--- config.mk ---
export PLATFORM = sky130hd
export DESIGN_NAME = sixcfg_regs
export DESIGN_NICKNAME = d
export VERILOG_FILES = /design/src/sixcfg_regs.v
export VERILOG_INCLUDE_DIRS = /design/src
export SDC_FILE = /design/constraint.sdc
export NUM_CORES = 1
export LEC_CHECK = 0
export BUFFER_PORTS_ARGS = -buffer_cell sky130_fd_sc_hd__buf_2
export CAP_MARGIN = 0
export CORE_ASPECT_RATIO = 2
export CORE_MARGIN = 3
export CORE_UTILIZATION = 46
export CTS_CLUSTER_DIAMETER = 40
export DETAILED_ROUTE_END_ITERATION = 8
export PLACE_DENSITY_LB_ADDON = 0.12
export SYNTH_ARGS = -nofsm -noshare
export SYNTH_HDL_FRONTEND = slang
export SYNTH_SLANG_ARGS = --single-unit
--- constraint.sdc ---
create_clock -name core_clk -period 2.2 [get_ports core_clk]
set_input_delay 0.22 -clock core_clk [delete_from_list [all_inputs] [get_ports core_clk]]
set_output_delay 0.22 -clock core_clk [all_outputs]
set_load 0.01 [all_outputs]
--- src/sixcfg_map.vh ---
// Register map constants for the sixth channel configuration group.
// Assumes a byte-wide register port addressed on page zero.
`ifndef SIXCFG_MAP_VH
`define SIXCFG_MAP_VH
`define SIXCFG_PAGE            8'h00
`define SIXCFG_INCFG_ADDR      8'h55
`define SIXCFG_GAIN_ADDR       8'h56
`define SIXCFG_VOL_ADDR        8'h57
`define SIXCFG_INCFG_RESET     8'h10
`define SIXCFG_GAIN_RESET      8'h00
`define SIXCFG_VOL_RESET       8'hC9
`define SIXCFG_KIND_BIT        7
`define SIXCFG_FORM_HI         6
`define SIXCFG_FORM_LO         5
`define SIXCFG_COUPLING_BIT    4
`define SIXCFG_SWING_BIT       3
`define SIXCFG_PERF_HI         2
`define SIXCFG_PERF_LO         1
`define SIXCFG_AGC_BIT         0
`define SIXCFG_GAIN_HI         7
`define SIXCFG_GAIN_LO         2
`define SIXCFG_GAIN_RSVRW_BIT  1
`define SIXCFG_GAIN_MAX        6'h2A
`define SIXCFG_VOL_MUTE        8'h00
`define SIXCFG_VOL_UNITY       8'hC9
`endif

--- src/sixcfg_regs.v ---
// Configuration registers for the sixth analog input channel.
// Assumes a synchronous byte register port already decoded from I2C or SPI.
// Summary of operation
// - Bit 7 of the input config register picks microphone (0) or line (1) input.
// - Bits 6 to 5 pick differential (0) or single-ended (1) input, code 2 reserved.
// - Bit 4 picks AC (0) or DC (1) coupling and resets to DC.
// - Bit 3 picks low swing (0) or high swing (1) microphone range.
// - Bits 2 to 1 pick high SNR (0) or high CMRR (2) mode, codes 1 and 3 reserved.
// - Bit 0 enables automatic gain control, run per the global AGC config bit.
// - Gain bits 7 to 2 set 0 to 42 dB in 1 dB steps, codes 43 to 63 reserved.
// - Gain register sits at page 0 address 0x56, resets to zero, bit 1 reserved RW, bit 0 reserved RO.
// - Volume code 0 mutes, code 1 is -100 dB, 0.5 dB per code, 201 is 0 dB, 255 is 27 dB.
// - Volume register sits at page 0 address 0x57 and resets to C9h.
`include "sixcfg_map.vh"

module sixcfg_regs #(
    parameter CHANNEL_PRESENT = 1
) (
    input  wire       core_clk,
    input  wire       arst_n,
    input  wire [7:0] regPage,
    input  wire [7:0] regAddr,
    input  wire       regWrite,
    input  wire       regRead,
    input  wire [7:0] regWdata,
    input  wire       agcGlobalMode,
    output reg  [7:0] regRdata,
    output reg        regHit,
    output reg        sixthInputKind,
    output reg  [1:0] sixthInputForm,
    output reg        sixthInputCoupling,
    output reg        sixthMicSwingRange,
    output reg  [1:0] sixthAmpPerfMode,
    output reg        sixthAutoGainEnable,
    output reg        sixthAgcMode,
    output reg  [5:0] sixthAnalogGain,
    output reg  [7:0] sixthDigitalVolume,
    output reg        sixthMuted
);

    // Output copies leave reset with the same values as the stored registers
    localparam [7:0] CFG_RESET  = `SIXCFG_INCFG_RESET;
    localparam [7:0] GAIN_RESET = `SIXCFG_GAIN_RESET;
    localparam [7:0] VOL_RESET  = `SIXCFG_VOL_RESET;

    reg        rstMeta;
    reg        rstSync;
    reg  [7:0] inputConfig;
    reg  [7:0] gainReg;
    reg  [7:0] volumeReg;
    reg  [7:0] next_inputConfig;
    reg  [7:0] next_gainReg;
    reg  [7:0] next_volumeReg;
    reg  [7:0] next_rdata;
    reg        next_hit;
    wire       selConfig;
    wire       selGain;
    wire       selVolume;

    // Address match on page zero; absent channel decodes nothing
    function addrHit;
        input [7:0] page;
        input [7:0] addr;
        input [7:0] target;
        begin
            addrHit = (CHANNEL_PRESENT != 0) && (page == `SIXCFG_PAGE) && (addr == target);
        end
    endfunction

    // Reset release through two flops to avoid metastable release
    always @(posedge core_clk or negedge arst_n) begin
        if (!arst_n) begin
            rstMeta <= 1'b0;
            rstSync <= 1'b0;
        end else begin
            rstMeta <= 1'b1;
            rstSync <= rstMeta;
        end
    end

    // One decode per register, shared by the write and the read paths
    assign selConfig = addrHit(regPage, regAddr, `SIXCFG_INCFG_ADDR);
    assign selGain   = addrHit(regPage, regAddr, `SIXCFG_GAIN_ADDR);
    assign selVolume = addrHit(regPage, regAddr, `SIXCFG_VOL_ADDR);

    // Next register values; reserved codes are stored as written, software must avoid them
    always @* begin
        next_inputConfig = inputConfig;
        next_gainReg     = gainReg;
        next_volumeReg   = volumeReg;
        if (regWrite && selConfig) begin
            next_inputConfig = regWdata;
        end else if (regWrite && selGain) begin
            // Bit 0 is read-only zero, so a written one is never stored
            next_gainReg = {regWdata[7:1], 1'h0};
        end else if (regWrite && selVolume) begin
            next_volumeReg = regWdata;
        end
    end

    // Input configuration store; leaves reset DC-coupled
    always @(posedge core_clk or negedge rstSync) begin
        if (!rstSync) begin
            inputConfig <= CFG_RESET;
        end else begin
            inputConfig <= next_inputConfig;
        end
    end

    // Analog gain store
    always @(posedge core_clk or negedge rstSync) begin
        if (!rstSync) begin
            gainReg <= GAIN_RESET;
        end else begin
            gainReg <= next_gainReg;
        end
    end

    // Digital volume store; leaves reset at unity
    always @(posedge core_clk or negedge rstSync) begin
        if (!rstSync) begin
            volumeReg <= VOL_RESET;
        end else begin
            volumeReg <= next_volumeReg;
        end
    end

    // Read mux; unmapped addresses read zero and drop the hit flag
    always @* begin
        next_rdata = 8'h00;
        next_hit   = 1'b0;
        if (selConfig) begin
            next_rdata = inputConfig;
            next_hit   = 1'b1;
        end else if (selGain) begin
            next_rdata = gainReg;
            next_hit   = 1'b1;
        end else if (selVolume) begin
            next_rdata = volumeReg;
            next_hit   = 1'b1;
        end
    end

    // Hit flag stands for one cycle after a read of a mapped address
    always @(posedge core_clk or negedge rstSync) begin
        if (!rstSync) begin
            regHit <= 1'h0;
        end else begin
            regHit <= regRead & next_hit;
        end
    end

    // Read data registered; held until the next read so a slow host can still pick it up
    always @(posedge core_clk or negedge rstSync) begin
        if (!rstSync) begin
            regRdata <= 8'h00;
        end else if (regRead) begin
            regRdata <= next_rdata;
        end
    end

    // Input kind and form; one flop behind the store so every pin comes from a flop
    always @(posedge core_clk or negedge rstSync) begin
        if (!rstSync) begin
            sixthInputKind <= CFG_RESET[`SIXCFG_KIND_BIT];
            sixthInputForm <= CFG_RESET[`SIXCFG_FORM_HI:`SIXCFG_FORM_LO];
        end else begin
            sixthInputKind <= inputConfig[`SIXCFG_KIND_BIT];
            sixthInputForm <= inputConfig[`SIXCFG_FORM_HI:`SIXCFG_FORM_LO];
        end
    end

    // Coupling and microphone swing range
    always @(posedge core_clk or negedge rstSync) begin
        if (!rstSync) begin
            sixthInputCoupling <= CFG_RESET[`SIXCFG_COUPLING_BIT];
            sixthMicSwingRange <= CFG_RESET[`SIXCFG_SWING_BIT];
        end else begin
            sixthInputCoupling <= inputConfig[`SIXCFG_COUPLING_BIT];
            sixthMicSwingRange <= inputConfig[`SIXCFG_SWING_BIT];
        end
    end

    // Amplifier performance mode; reserved codes pass through unchanged
    always @(posedge core_clk or negedge rstSync) begin
        if (!rstSync) begin
            sixthAmpPerfMode <= CFG_RESET[`SIXCFG_PERF_HI:`SIXCFG_PERF_LO];
        end else begin
            sixthAmpPerfMode <= inputConfig[`SIXCFG_PERF_HI:`SIXCFG_PERF_LO];
        end
    end

    // Automatic gain control enable and the mode it runs in
    always @(posedge core_clk or negedge rstSync) begin
        if (!rstSync) begin
            sixthAutoGainEnable <= CFG_RESET[`SIXCFG_AGC_BIT];
            sixthAgcMode        <= 1'h0;
        end else begin
            sixthAutoGainEnable <= inputConfig[`SIXCFG_AGC_BIT];
            // Mode is only meaningful while enabled; reads low when off
            sixthAgcMode        <= inputConfig[`SIXCFG_AGC_BIT] & agcGlobalMode;
        end
    end

    // Analog gain code; codes above the top step pass through unchanged
    always @(posedge core_clk or negedge rstSync) begin
        if (!rstSync) begin
            sixthAnalogGain <= GAIN_RESET[`SIXCFG_GAIN_HI:`SIXCFG_GAIN_LO];
        end else begin
            sixthAnalogGain <= gainReg[`SIXCFG_GAIN_HI:`SIXCFG_GAIN_LO];
        end
    end

    // Digital volume code and mute flag
    always @(posedge core_clk or negedge rstSync) begin
        if (!rstSync) begin
            sixthDigitalVolume <= VOL_RESET;
            sixthMuted         <= (VOL_RESET == `SIXCFG_VOL_MUTE);
        end else begin
            sixthDigitalVolume <= volumeReg;
            sixthMuted         <= (volumeReg == `SIXCFG_VOL_MUTE);
        end
    end

endmodule

; Word-level counts from Yosys, hierarchy flattened
; Index checks and enable logic that the tools add are counted.
[totals]
register_bits = 58
latch_bits = 0
ramBits = 0
romBits = 0
memories = 0
[op_classes]
add_sub_neg = 0
multipliers = 0
n_div = 0
n_lt_le_gt_ge = 0
eq_ne = 3
shift = 0
n_mux = 6
bitwise = 4
n_reduce_logical = 10
[ops]
columns = operator, n
row1 = 8-bit by 7-bit equality test with 1-bit output (second input constant), 3
row2 = 8-bit two-way mux, 3
row3 = 8-bit logical NOT, 2
row4 = 1-bit logical AND, 6
row5 = 1-bit two-way mux, 3
row6 = 3-bit AND reduction, 1
row7 = 1-bit bitwise AND, 2
row8 = 1-bit NOT, 2
row9 = 2-bit AND reduction, 1

; Longest topological paths before layout
; Gate-level depths: netlist of the first run.
[depth]
depth_word = 6
ltp_mapped = 5
ltp_nobuf = 4

; Least setup slack after synthesis of the first run
; No wires, ideal clock.
[synth_path]
path_kind = input -> register
start = input regPage[1]
end = register gainReg[1]
setup_ps = 125
t_arrival_ps = 1284
path_slack_ps = 791
path_stages = 5
path_cell_list = nor4_1 -> and4_4 -> buf_8 -> nand3_4 -> mux2_2
[synth_between]
elab_chain_cells = 5
word_cells_on_any_way = 7
[synth_rtl]
columns = item, line
row1 = start: declaration, sixcfg_regs.v:21  ; input wire [7:0] regPage,
row2 = 8-bit logical NOT (no source line) (*), -
row3 = 1-bit logical AND, sixcfg_regs.v:66  ; addrHit = (CHANNEL_PRESENT != 0) && (page == `SIXCFG_PAGE) && (addr == target);
row4 = 1-bit logical AND, sixcfg_regs.v:91  ; if (regWrite && selConfig) begin
row5 = 1-bit NOT (no source line), -
row6 = 2-bit AND reduction (no source line) (*), -
row7 = end signal: assignment, sixcfg_regs.v:115  ; gainReg <= next_gainReg;
row8 = end: declaration, sixcfg_regs.v:49  ; reg [7:0] gainReg;
; Mark *: on every way between the ends. The rest lies on a longest branch, timed or not.
; A chain may end at the register's enable or synchronous reset.

; Final worst setup path of the first run
[layout_path]
start = input regPage[1]
end = register volumeReg[4]
[layout_between]
elab_chain_cells = 5
word_cells_on_any_way = 10
[layout_rtl]
columns = item, line
row1 = 8-bit logical NOT (no source line) (*), -
row2 = 1-bit logical AND, sixcfg_regs.v:66
row3 = "1-bit logical AND, on equally long branches", "sixcfg_regs.v:93, sixcfg_regs.v:91"
row4 = 1-bit NOT (no source line), -
row5 = 3-bit AND reduction (no source line) (*), -
row6 = end signal: assignment, sixcfg_regs.v:124  ; volumeReg <= next_volumeReg;
row7 = end: declaration, sixcfg_regs.v:50  ; reg [7:0] volumeReg;
; Marks and branches as above.

==> results of run 1 <==
[critical path, stage by stage]
cell and delay, ns:
buf_2 0.09, nor4_1 0.27, and4_4 0.40, nand4_4 0.22, mux2_2 0.34
[placed cells by master (no fill, tap or decap), types with 2 or more instances in the layout]
cell type  instances
or4_1              2
nor2_1             2
mux2_2            31
o21ai_0            8
inv_1              8
buf_2             61
a22o_1             7
dfrtp_1           47
bufinv_16          2
dfstp_2           10
clkbuf_8          12
nand3_1            7
[layer usage]
metal / GRT usage / vias up / share of wire
li1: - / 641 / -
met4: 0.104 / 0 / 0.025
met2: 0.304 / 59 / 0.55
met3: 0.0617 / 9 / 0.064
met1: 0.202 / 678 / 0.36
met5: 0 / - / 0
[logic make-up (layout without fill, tap and decap cells)]
kind of cell	count (synthesis)	after routing	synth area share
flip-flops	58	58	0.674
multiplexers	31	31	0.161
AND/OR/NAND/NOR	21	21	0.0846
AO/OA/AOI/OAI	16	16	0.0512
buffers and inverters	13	87	0.0282
other	1	1	0.00173
[state kept, by name (all words and copies together) (netlist names), 2 cells and up]
name                flops
gainReg                 7
inputConfig             8
regRdata                8
sixthAmpPerfMode        2
sixthAnalogGain         6
sixthDigitalVolume      8
sixthInputForm          2
volumeReg               8
[power breakdown]
group          switching, mW  internal, mW
combinational         0.0404        0.0299
clock                  0.377         0.725
sequential           0.00958          1.07
[path summary, 6_finish.rpt]
| kind | slack [ns] | endpoint | start | cells after the start |
|---|---|---|---|---|
| hold / removal | 0.11 | sixthAgcMode | agcGlobalMode | 2 |
| hold reg to reg | 0.27 | gainReg[4] | rstSync | 0 |
| setup reg to reg | 1.01 | regRdata[4] | volumeReg[4] | 4 |
| max in group asynchronous | 1.30 | volumeReg[6] | rstSync | 1 |
| min in group asynchronous | 0.21 | rstMeta | arst_n | 2 |
| setup / recovery | 0.87 | volumeReg[4] | regPage[1] | 5 |
[cell type report]
type                            instances  area, sq um  area share
Clock buffer                           13          169      0.0607
Clock inverter                          2         60.1      0.0216
Inverter                                8         30.0      0.0108
Multi-Input combinational cell         69          648       0.233
Sequential cell                        58         1470       0.527
Tap cell                               54         67.6      0.0243
Timing Repair Buffer                   64          343       0.123
[stage by stage]
stage,hold WS [ns],total power [mW],std cells,setup slack (ns)
after global routing,0.0987,2.34,268,0.829
after CTS,0.0900,2.28,268,0.886
after detailed placement,0.00595,1.17,252,0.525
after floorplan,-0.0756,1.12,140,0.483
after global placement,0.00347,1.17,252,0.562
final,0.106,2.25,268,0.865
[repair_timing]
action | in CTS | in global routing
endpoints found under the hold margin | 2 | 0
setup endpoints to repair | 0 | 0
setup buffers | 0 | 0
hold buffers | 1 | 0
==> results.json, run 1 <==
{
  "final_util": 0.623,
  "synth_top_area_cell": "dfrtp_1",
  "rows": 34,
  "dp_hpwl_microns": 3320,
  "synthCells": 140,
  "relSlewSlack": 0.614,
  "cp.required_ns": 2.41,
  "drt_iter0_markers": 13,
  "fin_crit_sh": 0.607,
  "slew_violations": 0,
  "drtAntennaViolNets": 0,
  "core-area_sq_um": 4470,
  "worst_pin_slew_ns": 0.578,
  "synthTopCellsByCount": "48 x dfrtp_1, 31 x mux2_2, 10 x dfstp_2, 8 x inv_1, 8 x o21ai_0",
  "rsz0062_at_grt": "false",
  "gp_congestion": 0.761,
  "worstPathMaxFanout": 12,
  "n_antenna_cell": 0,
  "vias": 1387,
  "synth-seq-cells": 58,
  "cts_sinks": 58,
  "antenna_found_initial": 0,
  "dieHeight_microns": 103,
  "start_kind": "input pin",
  "grt_pass1_wl_microns": 7020,
  "nets": 239,
  "finalSetupViolCount": 0,
  "grt_pass1_vias": 1435,
  "portBuffers": 61,
  "drc": 0,
  "area_growth_pct": 28.0,
  "fillers": 355,
  "cts_tree": "built",
  "leakage_nw": 1.49,
  "synth_cell_type_count": 25,
  "dieArea_sq_um": 5640,
  "arrival_ns": 1.54,
  "synth.most_common_cell": "dfrtp_1",
  "clk_pin_slew_worst_paths_ns": 0.06,
  "netlist_area_sq_um": 2170,
  "postCtsResizedCells": 0,
  "drive_above_1_share": 0.584,
  "yosys_most_used_dff": "dfrtp_1",
  "vdd_ir_drop_max_v": 0.000567,
  "max_cap_viol_count": 0,
  "avgSynthCellArea_sq_um": 15.5,
  "status": "finished, final reports clean",
  "period_needed_ns": 1.33,
  "wl_microns": 4470,
  "finalClockSkew_ns": 0.00552,
  "yosysSeqAreaShare": 0.674,
  "fmax_ghz": 0.749,
  "cts_buffers": 9,
  "viasPerCell": 5.18,
  "synthTopCellsByArea": "dfrtp_1 55%, mux2_2 16%, dfstp_2 12%",
  "fin_setup_tns_ns": 0,
  "grt_max_degree": 31,
  "synth_nets": 169,
  "hp-class": "in2reg",
  "power_density_nw_per_um2": 809,
  "drtPass1Iterations": 4,
  "wl_per_cell_microns": 16.7,
  "hold_viol_final": 0,
  "clk_path_buf_depth": 2,
  "synth_top_area_frac": 0.553,
  "insertion_delay_ns": 0.33,
  "ys_async_sr_fraction": 1.00,
  "cp-end-kind": "flop",
  "start_util": 0.487,
  "die_x_microns": 54.6,
  "design_area_sq_um": 2780,
  "ios": 62,
  "yosys_warnings": 0,
  "cts_root_buf": "clkbuf_8",
  "htreeDepth": 3,
  "grt_use_total": 0.185,
  "critical_path_class": "in2reg",
  "placed_area_sq_um": 2540,
  "synth_edf_count": 0,
  "grt-ovfl-total": 0
}
Power figures use the tool's default switching activity.
==> inputs of run 2 (changes only) <==
- clock period: 2.2 -> 1.38 ns (I/O delays scaled with it)
==> results.json, run 2 (same netlist as run 1, synthesis figures left out) <==
{
  "seqCellArea_sq_um": 1470,
  "antenna_found_initial": 0,
  "hold_buffers": 1,
  "start_kind": "flop",
  "cp.required_ns": 1.58,
  "arrival_ns": 1.37,
  "grt_pass1_wl_microns": 7060,
  "drive_above_1_share": 0.592,
  "wl_microns": 4330,
  "rsz0062_at_grt": "false",
  "cp_num_buf_inv": 0,
  "worstPathCellList": "mux2_2, a22o_1, nand3_1, o21ai_0",
  "insertion_delay_ns": 0.32,
  "finalClockSkew_ns": 0.00451,
  "hold_viol_final": 0,
  "cp-end-kind": "flop",
  "postCtsSetupRepairBufs": 0,
  "finalSetupViolCount": 0,
  "ios": 62,
  "multi_input_area_sq_um": 648,
  "dieArea_sq_um": 5640,
  "vias": 1396,
  "nets": 242,
  "grt_pass1_vias": 1483,
  "grt-ovfl-total": 0,
  "critical_path_class": "reg2reg",
  "dieHeight_microns": 103,
  "totalPowerFinal_mw": 3.40,
  "drtPass1Iterations": 4,
  "slew_violations": 0,
  "wl_per_cell_microns": 15.9,
  "start_util": 0.487,
  "max_cap_viol_count": 0,
  "gp_congestion": 0.770,
  "final_cell_mix": "61 x buf_2, 47 x dfrtp_1, 31 x mux2_2, 11 x clkbuf_8, 10 x dfstp_2",
  "drtAntennaViolNets": 0,
  "cts_buffers": 9,
  "drt_iter0_markers": 11,
  "cts_root_buf": "clkbuf_8",
  "area_growth_pct": 28.0,
  "cp_top_family": "flip-flops",
  "period_needed_ns": 1.18,
  "core-area_sq_um": 4470,
  "design_area_sq_um": 2780,
  "grt_max_degree": 57,
  "status": "finished, final reports clean",
  "die_x_microns": 54.6,
  "post-place-cells": 255,
  "dp_hpwl_microns": 3190,
  "hold-worst-slack_ns": 0.0268,
  "cts_tree": "built",
  "clk_path_buf_depth": 2,
  "portBuffers": 61,
  "hp-class": "in2reg",
  "htreeDepth": 3,
  "worstPathMaxFanout": 3,
  "drc": 0,
  "slowest_delay_ns": 0.40,
  "fin_crit_sh": 0.852,
  "fillers": 355,
  "fmax_ghz": 0.851,
  "viasPerCell": 5.13,
  "final_common_cell": "buf_2",
  "final_util": 0.623,
  "rows": 34,
  "cts_sinks": 58,
  "clk_pin_slew_worst_paths_ns": 0.06,
  "vdd_ir_drop_max_v": 0.00102,
  "fin_cells": 272,
  "critical_path.slowest_cell": "dfrtp_1",
  "leakage_nw": 1.49,
  "n_antenna_cell": 0,
  "grt_use_total": 0.181,
  "postCtsResizedCells": 0,
  "power_density_nw_per_um2": 1220,
  "placed_area_sq_um": 2570
}
[run 2: cell types whose count changed in the layout (fill, tap and decap cells not counted), sizes merged]
cell / delta
buf: +3
clkinvlp: +2
bufinv: -1
clkbuf: -1
clkinv: +1
[run 2: path summary, 6_finish.rpt]
check	startpoint	endpoint	slack, ns	cells past startpoint
setup / recovery	inputConfig[6]	regRdata[6]	0.20	4
hold / removal	agcGlobalMode	sixthAgcMode	0.03	2
setup reg to reg	inputConfig[6]	regRdata[6]	0.20	4
hold reg to reg	rstSync	sixthAnalogGain[2]	0.26	1
max in group asynchronous	rstSync	volumeReg[3]	0.83	1
min in group asynchronous	arst_n	rstSync	0.13	2
[run 2: layout make-up]
cell class / count / share of cell area
timing repair buffer: 67 / 0.131
clock buffer: 12 / 0.0558
sequential: 58 / 0.527
tap: 54 / 0.0243
multi-input combinational: 69 / 0.233
clock inverter: 4 / 0.0180
inverter: 8 / 0.0108
[run 2: metal layers]
layer / vias to the layer above / GRT usage / share of wire
met3: 5 / 0.0588 / 0.057
met1: 691 / 0.200 / 0.38
li1: 649 / - / -
met2: 51 / 0.305 / 0.55
met5: - / 0 / 0
met4: 0 / 0.0806 / 0.012
[run 2: where the power goes]
part	internal (mW)	leakage (nW)	switching, mW
Sequential	1.71	0.763	0.00194
Clock	0.929	0.0986	0.630
Combinational	0.0515	0.627	0.0782
Total	2.69	1.49	0.710
[run 2: per-stage QoR]
| stage | worst slack, ns | setup TNS, ns |
|---|---|---|
| after floorplan | 0.0532 | 0 |
| after global placement | -0.100 | -1.49 |
| after detailed placement | -0.166 | -2.80 |
| after CTS | 0.185 | 0 |
| after global routing | 0.102 | 0 |
| final | 0.205 | 0 |
